<file path="src/inc/start_gate_defs.svh">
// constants for the start gate and quadrature counter block
// assumes inclusion by bare name from the design file
`ifndef START_GATE_DEFS_SVH
`define START_GATE_DEFS_SVH

// ----------------------------------------
// register offsets (byte addresses)
// ----------------------------------------
`define OFF_CTRL 12'h000
`define OFF_CMD 12'h004
`define OFF_STAT 12'h008
`define OFF_POS1 12'h00C
`define OFF_POS2 12'h010
`define OFF_ZERO 12'h014

// ----------------------------------------
// field positions
// ----------------------------------------
// ctrl: [1:0] mode ch1, [2] ignore enable ch1, [5:4] mode ch2, [6] ign ch2
`define CTRL_CH_STRIDE 4
`define CTRL_IGN_BIT 2
// cmd: ch stride 4, [0] start, [1] dir plus, [2] dir minus, [3] stop
`define CMD_START_BIT 0
`define CMD_PLUS_BIT 1
`define CMD_MINUS_BIT 2
`define CMD_STOP_BIT 3

// ----------------------------------------
// reset values and timing
// ----------------------------------------
`define CTRL_RESET 32'h0000_0000
`define CLK_MHZ 50
`define SYNC_FAST_KHZ 500
`define SYNC_SLOW_KHZ 50
`define HW_SWITCH_US 150
`define HW_SWITCH_CYC (`HW_SWITCH_US * `CLK_MHZ)

`endif

</file>
<file path="src/inc/start_gate_pkg.sv">
// types for the start gate and quadrature counter block
// assumes the defines header sits beside it
package start_gate_pkg;
    // operating mode of one channel
    typedef enum logic [1:0] {
        MODE_JOG = 2'b00,
        MODE_REF_SEEK = 2'b01,
        MODE_ABS_INC = 2'b10,
        MODE_REL_INC = 2'b11
    } mode_t;

    // channel run state
    typedef enum logic [1:0] {
        ST_IDLE = 2'b00,
        ST_PENDING = 2'b01,
        ST_RUN = 2'b10
    } state_t;

    // encoder pins of one channel
    typedef struct packed {
        logic trainA;
        logic trainB;
        logic zeroMark;
    } enc_t;
endpackage

</file>
<file path="src/verilog/start_gate_quadrature_count.sv">
// two-channel start gate with four-fold quadrature counting
// assumes apb master on sys_clk, encoder pins already synchronous
//
// Decided for this implementation: the APB slave port and the register addresses.
`include "start_gate_defs.svh"
`timescale 1ns/1ps
`default_nettype none

module start_gate_quadrature_count #(
    parameter int CNT_W = 32
) (
    // clock and reset
    input wire logic sys_clk,
    input wire logic srst,
    // apb slave
    input wire logic psel,
    input wire logic penable,
    input wire logic pwrite,
    input wire logic [11:0] paddr,
    input wire logic [31:0] pwdata,
    output logic [31:0] prdata,
    output logic pready,
    output logic pslverr,
    // enable inputs
    input wire logic ch1_start_release_input,
    input wire logic ch2_start_release_input,
    // encoders
    input wire start_gate_pkg::enc_t enc1,
    input wire start_gate_pkg::enc_t enc2,
    // motion outputs
    output logic [1:0] runActive,
    output logic [1:0] dirPlus,
    output logic [1:0] dirMinus,
    output logic [1:0] startPulse
);

    // ----------------------------------------
    // apb access
    // ----------------------------------------
    // register map, one aligned 32-bit word each, no byte enables:
    //   settings at the first word: mode and ignore-enable per channel
    //   command word: start, plus level, minus level, stop per channel
    //   status word: run state of both channels and both enable pins
    //   two position words: signed-wrapping quadrature counts
    //   zero word: sticky zero-mark flags, write one to clear
    // anything past the zero word or not word aligned answers with
    // pslverr; a write there is dropped and a read returns zero.
    //
    // transfer timing seen from the master:
    //   setup edge: psel high, penable low, nothing happens here
    //   first access edge: read data is latched, pready is raised
    //   pready edge: pready, prdata and pslverr are sampled and a
    //   write lands in its register at this edge and no other
    // writes wait for the pready edge so that a master which samples
    // the answer late still sees the register change with its answer.
    //
    // trade-off: a fixed single wait state keeps the slave trivially
    // simple at the cost of one extra cycle per access; the block is
    // slow-control only, so bus throughput does not matter here.
    logic [31:0] ctrl_q;
    logic [7:0] cmd_q;
    logic [1:0] zeroSeen_q;
    logic [CNT_W-1:0] pos_q [2];
    start_gate_pkg::state_t state_q [2];
    logic access;
    logic wrAcc;
    logic [1:0] chEnable;
    start_gate_pkg::enc_t enc [2];

    assign access = psel && penable && !pready;
    // write lands at the edge where the master samples pready
    assign wrAcc = psel && penable && pready && pwrite;
    assign chEnable = {ch2_start_release_input, ch1_start_release_input};
    assign enc[0] = enc1;
    assign enc[1] = enc2;

    // one wait state: pready rises in the cycle after the first access cycle
    always_ff @(posedge sys_clk) begin
        if (srst) begin
            pready <= 1'b0;
            pslverr <= 1'b0;
        end else begin
            pready <= access;
            pslverr <= access && (paddr > `OFF_ZERO || paddr[1:0] != 2'b00);
        end
    end

    // read mux, registered so prdata is valid with pready
    always_ff @(posedge sys_clk) begin
        if (srst) begin
            prdata <= 32'h0000_0000;
        end else if (access && !pwrite) begin
            case (paddr)
                `OFF_CTRL: prdata <= ctrl_q;
                `OFF_CMD: prdata <= {24'h00_0000, cmd_q};
                `OFF_STAT: prdata <= {24'h00_0000, chEnable, 2'b00,
                    2'(state_q[1]), 2'(state_q[0])};
                `OFF_POS1: prdata <= 32'(pos_q[0]);
                `OFF_POS2: prdata <= 32'(pos_q[1]);
                `OFF_ZERO: prdata <= {30'h0000_0000, zeroSeen_q};
                default: prdata <= 32'h0000_0000;
            endcase
        end else if (access) begin
            // writes answer with zero data, so an error reply is clean
            prdata <= 32'h0000_0000;
        end
    end

    // settings register: mode and ignore-enable per channel
    always_ff @(posedge sys_clk) begin
        if (srst) begin
            ctrl_q <= `CTRL_RESET;
        end else if (wrAcc && paddr == `OFF_CTRL) begin
            ctrl_q <= {24'h00_0000, pwdata[7:0]};
        end
    end

    // command word behaviour:
    //   start and stop are strobes, they live for a single cycle after
    //   the write and then clear themselves, so a start is never
    //   applied twice by a stale bit
    //   plus and minus are levels, they stay as written until software
    //   writes the word again; jog runs only while one of them is held
    // limitation: a start written while the channel runs is ignored,
    // software must stop first and start again.
    // command register: start is self-clearing, direction levels are held
    always_ff @(posedge sys_clk) begin
        if (srst) begin
            cmd_q <= 8'h00;
        end else if (wrAcc && paddr == `OFF_CMD) begin
            cmd_q <= pwdata[7:0];
        end else begin
            cmd_q[`CMD_START_BIT] <= 1'b0;
            cmd_q[`CMD_START_BIT + `CTRL_CH_STRIDE] <= 1'b0;
            cmd_q[`CMD_STOP_BIT] <= 1'b0;
            cmd_q[`CMD_STOP_BIT + `CTRL_CH_STRIDE] <= 1'b0;
        end
    end

    // ----------------------------------------
    // per-channel start gate and counter
    // ----------------------------------------
    // start gate, one copy per channel:
    //   idle: nothing prepared; a start strobe or a jog level prepares
    //   pending: prepared, waiting for the channel enable pin
    //   run: mode active until stop, or until the jog level drops
    // the enable pin is looked at only when the ignore setting is off;
    // with the setting on a prepared mode starts at once, so there is
    // no way left to start at a hardware-defined moment.
    //
    // edge-started modes (reference seek, absolute and relative
    // increment) need a fresh start strobe each time; jog is level
    // driven and falls back to idle as soon as neither or both levels
    // are held. both levels held together counts as no level at all,
    // which keeps the motor from being told to go two ways at once.
    //
    // startPulse marks the cycle the mode really begins, one cycle
    // before runActive rises; downstream motion logic may use it to
    // latch its own set-points at the moment of start.
    for (genvar c = 0; c < 2; c++) begin : g_ch
        start_gate_pkg::mode_t mode;
        logic ignoreEn;
        logic startCmd;
        logic stopCmd;
        logic plusLvl;
        logic minusLvl;
        logic released;
        logic [1:0] abPrev_q;
        logic zeroPrev_q;
        logic [1:0] ab;
        logic step;
        logic up;

        assign mode = start_gate_pkg::mode_t'(
            ctrl_q[c*`CTRL_CH_STRIDE +: 2]);
        assign ignoreEn = ctrl_q[c*`CTRL_CH_STRIDE + `CTRL_IGN_BIT];
        assign startCmd = cmd_q[c*`CTRL_CH_STRIDE + `CMD_START_BIT];
        assign stopCmd = cmd_q[c*`CTRL_CH_STRIDE + `CMD_STOP_BIT];
        assign plusLvl = cmd_q[c*`CTRL_CH_STRIDE + `CMD_PLUS_BIT];
        assign minusLvl = cmd_q[c*`CTRL_CH_STRIDE + `CMD_MINUS_BIT];
        // enable honoured unless the ignore setting is on
        assign released = ignoreEn || chEnable[c];

        // run state: prepared mode waits for release, jog follows levels
        always_ff @(posedge sys_clk) begin
            if (srst) begin
                state_q[c] <= start_gate_pkg::ST_IDLE;
                startPulse[c] <= 1'b0;
            end else begin
                startPulse[c] <= 1'b0;
                case (state_q[c])
                    start_gate_pkg::ST_IDLE: begin
                        if (mode == start_gate_pkg::MODE_JOG) begin
                            // level-controlled: plus or minus held
                            if ((plusLvl ^ minusLvl) && released) begin
                                state_q[c] <= start_gate_pkg::ST_RUN;
                                startPulse[c] <= 1'b1;
                            end else if (plusLvl ^ minusLvl) begin
                                state_q[c] <= start_gate_pkg::ST_PENDING;
                            end
                        end else if (startCmd && released) begin
                            state_q[c] <= start_gate_pkg::ST_RUN;
                            startPulse[c] <= 1'b1;
                        end else if (startCmd) begin
                            state_q[c] <= start_gate_pkg::ST_PENDING;
                        end
                    end
                    start_gate_pkg::ST_PENDING: begin
                        if (stopCmd || (mode == start_gate_pkg::MODE_JOG &&
                                !(plusLvl ^ minusLvl))) begin
                            state_q[c] <= start_gate_pkg::ST_IDLE;
                        end else if (released) begin
                            state_q[c] <= start_gate_pkg::ST_RUN;
                            startPulse[c] <= 1'b1;
                        end
                    end
                    start_gate_pkg::ST_RUN: begin
                        // jog stops once the level is dropped
                        if (stopCmd || (mode == start_gate_pkg::MODE_JOG &&
                                !(plusLvl ^ minusLvl))) begin
                            state_q[c] <= start_gate_pkg::ST_IDLE;
                        end
                    end
                    default: state_q[c] <= start_gate_pkg::ST_IDLE;
                endcase
            end
        end

        // registered motion outputs
        always_ff @(posedge sys_clk) begin
            if (srst) begin
                runActive[c] <= 1'b0;
                dirPlus[c] <= 1'b0;
                dirMinus[c] <= 1'b0;
            end else begin
                runActive[c] <= state_q[c] == start_gate_pkg::ST_RUN;
                // never both directions at once, even on the leaving edge
                dirPlus[c] <= state_q[c] == start_gate_pkg::ST_RUN &&
                    plusLvl && !minusLvl;
                dirMinus[c] <= state_q[c] == start_gate_pkg::ST_RUN &&
                    minusLvl && !plusLvl;
            end
        end

        // decoder notes:
        //   the pair {A, B} walks 00, 10, 11, 01 when A leads B
        //   each legal change flips exactly one train and is one step
        //   a change of both trains in one sample is a lost step; it is
        //   dropped rather than guessed, the count simply holds
        //   direction comes from old B against new A: they differ on
        //   every forward step and match on every backward step
        // hazard: the pins are taken as already synchronous; an encoder
        // wired straight to a pin needs its own synchroniser in front.
        // quadrature decode: one step per edge of either train; sampled
        // every 20 ns so 500 kHz input leaves ample margin
        assign ab = {enc[c].trainA, enc[c].trainB};
        assign step = ab != abPrev_q;
        // gray order 00-10-11-01 counts up (A leads B)
        assign up = abPrev_q[0] ^ ab[1];

        always_ff @(posedge sys_clk) begin
            if (srst) begin
                abPrev_q <= 2'b00;
                zeroPrev_q <= 1'b0;
                pos_q[c] <= '0;
                zeroSeen_q[c] <= 1'b0;
            end else begin
                abPrev_q <= ab;
                zeroPrev_q <= enc[c].zeroMark;
                // count direct from pins, no frame latency
                if (step && ab != ~abPrev_q) begin
                    pos_q[c] <= up ? pos_q[c] + 1'b1 : pos_q[c] - 1'b1;
                end
                // zero mark latch: set wins over a software clear
                if (enc[c].zeroMark && !zeroPrev_q) begin
                    zeroSeen_q[c] <= 1'b1;
                end else if (wrAcc && paddr == `OFF_ZERO && pwdata[c]) begin
                    zeroSeen_q[c] <= 1'b0;
                end
            end
        end
    end

endmodule

`default_nettype wire

</file>
<file path="config.mk">
export PLATFORM = sky130hd
export DESIGN_NAME = start_gate_quadrature_count
export DESIGN_NICKNAME = d
export VERILOG_FILES = /design/src/inc/start_gate_pkg.sv /design/src/verilog/start_gate_quadrature_count.sv
export VERILOG_INCLUDE_DIRS = /design/src /design/src/inc
export SDC_FILE = /design/constraint.sdc
export NUM_CORES = 1
export LEC_CHECK = 0
export ABC_AREA = 1
export ABC_CLOCK_PERIOD_IN_PS = 4600
export BUFFER_PORTS_ARGS = -buffer_cell sky130_fd_sc_hd__buf_2
export CAP_MARGIN = 20
export CORE_MARGIN = 2
export CORE_UTILIZATION = 55
export DETAILED_ROUTE_END_ITERATION = 12
export PLACE_DENSITY = 0.85
export SLEW_MARGIN = 20
export SYNTH_ARGS = -nofsm -noshare
export SYNTH_HDL_FRONTEND = slang
export SYNTH_SLANG_ARGS = --single-unit
</file>
<file path="constraint.sdc">
create_clock -name sys_clk -period 4.6 [get_ports sys_clk]
set_clock_uncertainty 0.15 [all_clocks]
set_input_delay 1.38 -clock sys_clk [delete_from_list [all_inputs] [get_ports sys_clk]]
set_output_delay 1.38 -clock sys_clk [all_outputs]
set_load 0.01 [all_outputs]
</file>
# After elaboration in Yosys (flattened, before gate mapping)
# Memories as Yosys holds them, arrays and structs flattened.
# Index checks and enable logic that the tools add are counted.
[totals]
reg_bits = 66
mem_bits_rw = 68
in_bits = 57
output_inout_bits = 42
memories = 2
[classes]
add_sub_neg = 4
n_lt_le_gt_ge = 1
n_eq_ne = 13
n_mux = 113
n_bitwise = 25
n_reduce_logical = 56
[mem_list]
columns = ["memory", "depth", "width", "read_ports", "rd_clocked_by_memory_dff", "write_ports", "line", "source"]
rows = [
  ["pos_q", 2, 32, 2, 0, 2, "start_gate_quadrature_count.sv:63", "logic [CNT_W-1:0] pos_q [2];"],
  ["state_q", 2, 2, 2, 0, 2, "start_gate_quadrature_count.sv:64", "start_gate_pkg::state_t state_q [2];"],
]
[op_table]
columns = ["operator", "count"]
rows = [
  ["32-bit two-way mux", 6],
  ["32-bit case mux with 6 select lines", 1],
  ["1-bit two-way mux", 88],
  ["32-bit by 1-bit adder with 32-bit output (second input constant)", 2],
  ["32-bit by 1-bit subtractor with 32-bit output (second input constant)", 2],
  ["2-bit two-way mux", 16],
  ["1-bit logical AND", 29],
  ["12-bit by 4-bit equality test with 1-bit output (second input constant)", 2],
  ["12-bit by 5-bit equality test with 1-bit output (second input constant)", 2],
  ["1-bit OR", 18],
  ["12-bit by 3-bit equality test with 1-bit output (second input constant)", 1],
  ["12-bit by 5-bit greater-than comparator with 1-bit output (second input constant)", 1],
  ["12-bit zero test", 1],
  ["1-bit zero test", 10],
  ["2-bit zero test", 4],
  ["2-bit != test", 4],
  ["2-bit nonzero test", 4],
  ["3-bit OR reduction", 2],
  ["1-bit logical OR", 5],
  ["2-bit by 1-bit equality test with 1-bit output (second input constant)", 2],
  ["2-bit equality test (second input constant)", 2],
  ["2-bit inverter", 2],
  ["1-bit case mux with 2 select lines", 2],
  ["1-bit XOR", 4],
  ["other kinds (2)", 2],
]

# Depth between registers and ports, before layout
# Gate-level depths: netlist (run 1).
[depth]
depth_word = 15
depth_mapped = 14
mapped_depth_nobuf = 14

# Worst setup path before layout (run 1)
# Ideal clock, no wire load.
[synth_timing]
path_kind = "input to register"
startpoint = "input port enc1[2] in the netlist's numbering"
endpoint = "memory pos_q[0][18] (data pin)"
setup_time_ns = 0.253
arrival_ns = 4.380
path_slack_ns = -0.182
path_stages = 11
n_path_buf = 0
cell_sequence = "xnor2_1 > ha_1 > or2_2 > nand3b_1 > nand2_1 > nand2_1 > nand2_1 > nand2_1 > nand2_1 > nor2_1 > nor2_1"
[synth_lines]
columns = ["item", "line", "source"]
rows = [
  ["start: declaration", "start_gate_quadrature_count.sv:28", "input wire start_gate_pkg::enc_t enc1,"],
  ["end: declaration", "start_gate_quadrature_count.sv:63", ""],
]

==> results of run 1 <==
## routing by layer
layer	vias to the layer above	global-route usage [%]	wire, um
li1	5241	-	-
met5	-	0	0
met4	0	10.1	786
met2	329	45.7	12800
met1	4694	35.2	12000
met3	65	5.03	1590
## report_power, final
| group | internal (mW) | total [mW] | switching [mW] |
|---|---|---|---|
| registers | 1.47 | 1.61 | 0.147 |
| clock network | 0.745 | 1.35 | 0.607 |
| logic | 0.673 | 2.05 | 1.38 |
## final timing paths
check                       end                 from  slack, ps
hold reg to reg   zeroSeen_q[0]   g_ch[0].zeroPrev_q        280
hold / removal    zeroSeen_q[0]   g_ch[0].zeroPrev_q        280
setup / recovery   pos_q[0][17]              enc1[2]       1160
setup reg to reg   pos_q[0][17]  g_ch[0].abPrev_q[0]       1830
## per-stage QoR
step	hold slack [ps]	setup WS [ps]
4_1_cts	264	1180
2_1_floorplan	238	578
3_5_place_dp	255	736
6_report	276	1160
3_3_place_gp	244	769
5_1_grt	296	976
## layout make-up
| type | instances | area, sq um |
|---|---|---|
| repair buffers | 85 | 453 |
| inverters | 269 | 1010 |
| well taps | 229 | 287 |
| multi-input cells | 1170 | 5720 |
| clock buffers | 18 | 450 |
| fillers | 1711 | 6740 |
| clock inverters | 14 | 125 |
| flip-flops and latches | 134 | 3360 |
## kinds of logic after synthesis
| kind of cell | Yosys count |
|---|---|
| xor+xnor | 20 |
| fa+ha+maj | 62 |
| buf+inv | 302 |
| compound gates | 181 |
| flops | 134 |
| simple gates | 907 |
## flip-flops by register name, indices dropped and copies added, names as in the netlist, 4 cells and up
signal,count
prdata,32
ctrl_q,8
g_ch.abPrev_q,4
cmd_q,8
state_q,4
pos_q,64
## worst max-delay path, cell delays in order
cell and delay, ps:
buf_2 130, xnor2_2 110, buf_4 390, ha_1 380
nand2_1 110, nand3_1 140, nand2_1 90, nand2_1 100
nand2_1 110, nand2_1 150, nand2_1 120, nand2_1 60
nand2_1 60, a21oi_1 80
## layout by cell type, fill, tap and decap left out, types with 3 or more instances in the layout
master	netlist	final
a21oi_1	116	116
a21oi_2	13	13
and2_1	3	3
buf_2	16	74
buf_4	1	11
clkbuf_16	0	18
dfxtp_1	66	66
edfxtp_1	68	68
ha_1	60	60
inv_1	268	267
inv_6	0	7
nand2_1	549	549
nand3_1	151	151
nand3b_1	5	5
nand4_1	8	8
nor2_1	159	157
nor2_2	2	4
nor2_4	3	3
nor3_1	16	16
nor3b_1	3	3
nor4_1	4	4
o21a_1	4	4
o21ai_0	28	28
o21bai_1	9	9
o31ai_1	4	4
xnor2_1	5	4
xor2_1	14	14
==> impl_metrics.toml, run 1 <==
[status]
status = "finished, final reports clean"

[critical_path]
critical_path_class = "in2reg"
cp.required_ps = 4570
start_kind = "input port"
cp_max_fo = 32
crit_arrival_ps = 3420
reg2regPathDepth = 13
cp-end-kind = "flip-flop"

[logic_synthesis]
synth_edf_count = 68
synth-async-reset-ratio_pct = 0
synthTopCellsByArea = "nand2_1 (20%), edfxtp_1 (20%), dfxtp_1 (13%), inv_1 (9.8%), nand3_1 (7.4%)"
synth_area_sq_um = 10200
ys_warn_count = 0
synthTopCellsByCount = "nand2_1 (549), inv_1 (268), nor2_1 (159), nand3_1 (151), a21oi_1 (116)"
synth_mux_area_share_pct = 0
synth_cells = 1606
synth_top_area_share_pct = 20.1
synth.distinct_cells = 39
synth_top_cell_by_area = "nand2_1"
synth-seq-cells = 134
synth_fa_ha_area_share_pct = 7.72
synthXorXnorAreaFrac_pct = 1.78
synth_compound_gate_area_share_pct = 9.89
synthSimpleGateAreaFrac_pct = 36.3
synthFlopType = "edfxtp_1"
synth_nets = 1725
ys_seq_area_share_pct = 32.8
synth_top_family_by_area = "simple AND/OR/NAND/NOR gates"
synth.avg_cell_area_sq_um = 6.38
synth_most_common_cell = "nand2_1"

[detailed_routing]
routedWlPerCell_um = 14.2
via_per_inst = 5.38
drcViolationCount = 0
totalWireLength_um = 27200
vias = 10300
dr.pass1.iters = 10
antenna_left = 0
drtIter0Drc = 824

[global_route]
antenna_found_initial = 0
grt_overflow = 0
grt_pass1_vias = 9273
grt_start_max_net_pins = 49
grt_usage_pct = 27.2
grt_pass1_wl_um = 43300

[finish]
fin_util_pct = 62.9
final_area_sq_um = 11400
fin_cells = 1919
fin_nets = 1796
syn2layout_area_growth_pct = 11.4
n_antenna_cell = 0
final_layout_size_suffix_gt1_share_pct = 8.46

[placed_design]
dp_hpwl_um = 20700
dpl_cell_area_sq_um = 10800
gp_congestion = 0.973
dpl.cell_count = 1887
place.port_buffers = 74

[flow_run]
max_cap_viol_count = 0

[timing]
max_freq_mhz = 291
setup-tns-final_ps = 0
post-route-period-util_pct = 74.8
slew_violations = 0
setup_viol = 0
relSlewSlack_pct = 40.7
fin_crit_ps = 3440
rsz0062_at_grt = "false"
hold_viol = 0
max_slew.worst_pin.slew_ps = 889

[worst_hold_path]
hold_depth = 1
min-delay-path-class = "reg2reg"

[clocking]
postCtsSetupBuffers = 0
insertion_delay_ps = 430
cts-hold-fix-buffers = 0
clockRootBuffer = "clkbuf_16"
clock-sinks = 134
clk_pin_slew_worst_paths_ps = 60
cts_tree = "yes"
cts_max_path_buffers = 2
ctsResizeCount = 0
cts_buffers = 17
ctsHtreeMaxLevel = 4

[pwr]
p_leak_nw = 6.06
power_mw = 5.02
peakVddDrop_v = 0.000293
pwr_density_cell_nw_per_um2 = 440

[floorplan]
die_area_sq_um = 19700
core_sq_um = 18100
ios = 99
start_util_pct = 56.5
dieHeight_um = 140
placementRows = 49
die_w_um = 140
Power figures use the tool's default switching activity.
==> run 2, diff against run 1 <==
--- a/config.mk
+++ b/config.mk
@@ -7,7 +7,7 @@
 export NUM_CORES = 1
 export LEC_CHECK = 0
 export ABC_AREA = 1
-export ABC_CLOCK_PERIOD_IN_PS = 4600
+export ABC_CLOCK_PERIOD_IN_PS = 2900
 export BUFFER_PORTS_ARGS = -buffer_cell sky130_fd_sc_hd__buf_2
 export CAP_MARGIN = 20
 export CORE_MARGIN = 2
==> constraint.sdc (replaced) <==
create_clock -name sys_clk -period 2.9 [get_ports sys_clk]
set_clock_uncertainty 0.15 [all_clocks]
set_input_delay 0.87 -clock sys_clk [delete_from_list [all_inputs] [get_ports sys_clk]]
set_output_delay 0.87 -clock sys_clk [all_outputs]
set_load 0.01 [all_outputs]
==> run 2 against run 1 <==
Final cell count up 6.1%. Setup slack worse by 1000 ps. Sequential share of layout area down 2.5 points. Routed wire length up 9.8%. Critical endpoint is now pos_q[0][25]. Largest cell class unchanged.
==> impl_metrics.toml, run 2 (synthesis gave the netlist of run 1 again) <==
[status]
status = "finished, final reports clean"

[critical_path]
cp.buffers_inverters = 3
crit_slowest_cell = "ha_1"
cp.required_ps = 2940
crit_top_cell = "nand2_1"
crit_arrival_ps = 2820
start_kind = "input port"
cp-end-kind = "flip-flop"
cp_cell_sequence = "buf_2, xnor2_4, buf_4, clkbuf_16, ha_1, nand2_1, nor2_1, nand2_1, nor4_1, nand2_1, a21oi_1, nor2_1"
critical-path-top-delay-family = "simple AND/OR/NAND/NOR gates"
slowest_delay_ps = 360
cp_max_fo = 12
critical_path_class = "in2reg"

[pwr]
peakVddDrop_v = 0.000451
clkPwrFrac_pct = 23.3
p_int_mw = 5.21
pwr-share-comb_pct = 47.6
p_switching_mw = 3.60
seqPwrFrac_pct = 29.1
p_leak_nw = 6.66
pwr_density_cell_nw_per_um2 = 706
switching_share_pct = 40.9
power_mw = 8.81

[detailed_routing]
drtIter0Drc = 1093
met1_length_um = 12400
totalWireLength_um = 29800
routedWlPerCell_um = 14.6
wl_met3_um = 2080
drcViolationCount = 0
antenna_left = 0
highest_layer = "met4"
dr.pass1.iters = 6
via_per_inst = 5.43
dr_wl_met2_um = 14200
vias = 11100

[clocking]
insertion_delay_ps = 440
clock-sinks = 134
clockRootBuffer = "clkbuf_16"
cts_buffers = 17
cts_tree = "yes"
cts_max_path_buffers = 2
clk_pin_slew_worst_paths_ps = 60
ctsHtreeMaxLevel = 4

[global_route]
grt_overflow = 0
grt_pass1_wl_um = 47800
grt_start_max_net_pins = 50
antenna_found_initial = 0
grt_usage_pct = 29.9
grt_pass1_vias = 10600

[floorplan]
start_util_pct = 56.5
die_area_sq_um = 19700
core_sq_um = 18100
dieHeight_um = 140
ios = 99
placementRows = 49
die_w_um = 140

[timing]
slew_violations = 0
setup-tns-final_ps = 0
rsz0062_at_grt = "true"
fin_crit_ps = 2780
relSlewSlack_pct = 67.5
setup_viol = 0
holdWs_ps = 267
max_slew.worst_pin.slew_ps = 486
hold_viol = 0
max_freq_mhz = 359
post-route-period-util_pct = 96.0

[finish]
regMostFlops = "pos_q"
fin_nets = 1915
nFillCells = 1475
layout_commonest_cell = "nand2_1"
final_cell_mix = "nand2_1 (545), inv_1 (267), nor2_1 (154)"
final_area_sq_um = 12500
reg_top3 = "pos_q x64, prdata x32"
largest_reg_flops = 64
final_layout_size_suffix_gt1_share_pct = 15.4
syn2layout_area_growth_pct = 21.7
n_antenna_cell = 0

[placed_design]
dpl_cell_area_sq_um = 11800
place.port_buffers = 74
gp_congestion = 1.02
dp_hpwl_um = 22300

[flow_run]
max_cap_viol_count = 0

[worst_hold_path]
min-delay-path-class = "reg2reg"
run 2: changes by cell type in the layout (fill, tap and decap cells not counted), moves of 4 or more:
cell     before  now
nand2_1     549  545
buf_4        11  124
nand2_2       0    4
inv_6         7    3
ha_4          0    4
ha_1         60   54
buf_12        0    5
run 2: power by group through the flow:
stage / clock (mW) / sequential, mW / combinational [mW]
2_1_floorplan: 0 / 2.47 / 2.51
3_3_place_gp: 0 / 2.57 / 3.83
3_5_place_dp: 0 / 2.58 / 3.98
4_1_cts: 2.07 / 2.54 / 4.04
5_1_grt: 2.14 / 2.58 / 4.63
6_report: 2.06 / 2.56 / 4.19
run 2: area by class of cell:
cell class / instances / area (sq um) / share of cell area [%]
well taps: 229 / 287 / 2.30
flip-flops and latches: 134 / 3360 / 27.0
inverters: 269 / 1010 / 8.10
clock inverters: 12 / 91.3 / 0.733
repair buffers: 204 / 1430 / 11.4
multi-input cells: 1170 / 5840 / 46.8
clock buffers: 19 / 454 / 3.64
run 2: metrics by stage:
| stage | setup slack, ps | cells | util [%] |
|---|---|---|---|
| 2_1_floorplan | -314 | 1606 | - |
| 3_3_place_gp | -256 | 2004 | 65.0 |
| 3_5_place_dp | -288 | 2004 | 65.0 |
| 4_1_cts | 81.4 | 2035 | 68.1 |
| 5_1_grt | -34.0 | 2037 | 68.7 |
| 6_report | 115 | 2037 | 68.7 |
run 2: routing by layer:
metal  vias up  track usage (%)
li1       5478                -
met1      5035             37.4
met2       448             50.6
met3        99             5.06
met4         0             13.6
met5         -                0
run 2: worst register-to-register path, delay by kind of cell, from the launching register on:
kind,cells,cell delay (ps)
and+or+nand+nor,6,790
DFF,1,440
xor gates and xnor gates,1,130
adders and majority gates,1,360
AOI/OAI and AO/OA,1,180
buffers and inverters,2,340
run 2: what timing repair did:
action | 4_1_cts | 5_1_grt
hold buffers | 0 | 0
endpoints found under the setup margin | 0 | 6
buffers inserted | 0 | 1
resized for setup | 0 | 16
run 2: path summary, 6_finish.rpt:
| check | depth (start not counted) | start | end | slack, ps |
|---|---|---|---|---|
| max | 12 | enc1[2] | pos_q[0][25] | 120 |
| min | 1 | g_ch[1].zeroPrev_q | zeroSeen_q[1] | 270 |
| max reg2reg | 11 | g_ch[0].abPrev_q[0] | pos_q[0][25] | 280 |
| min reg2reg | 1 | g_ch[1].zeroPrev_q | zeroSeen_q[1] | 270 |
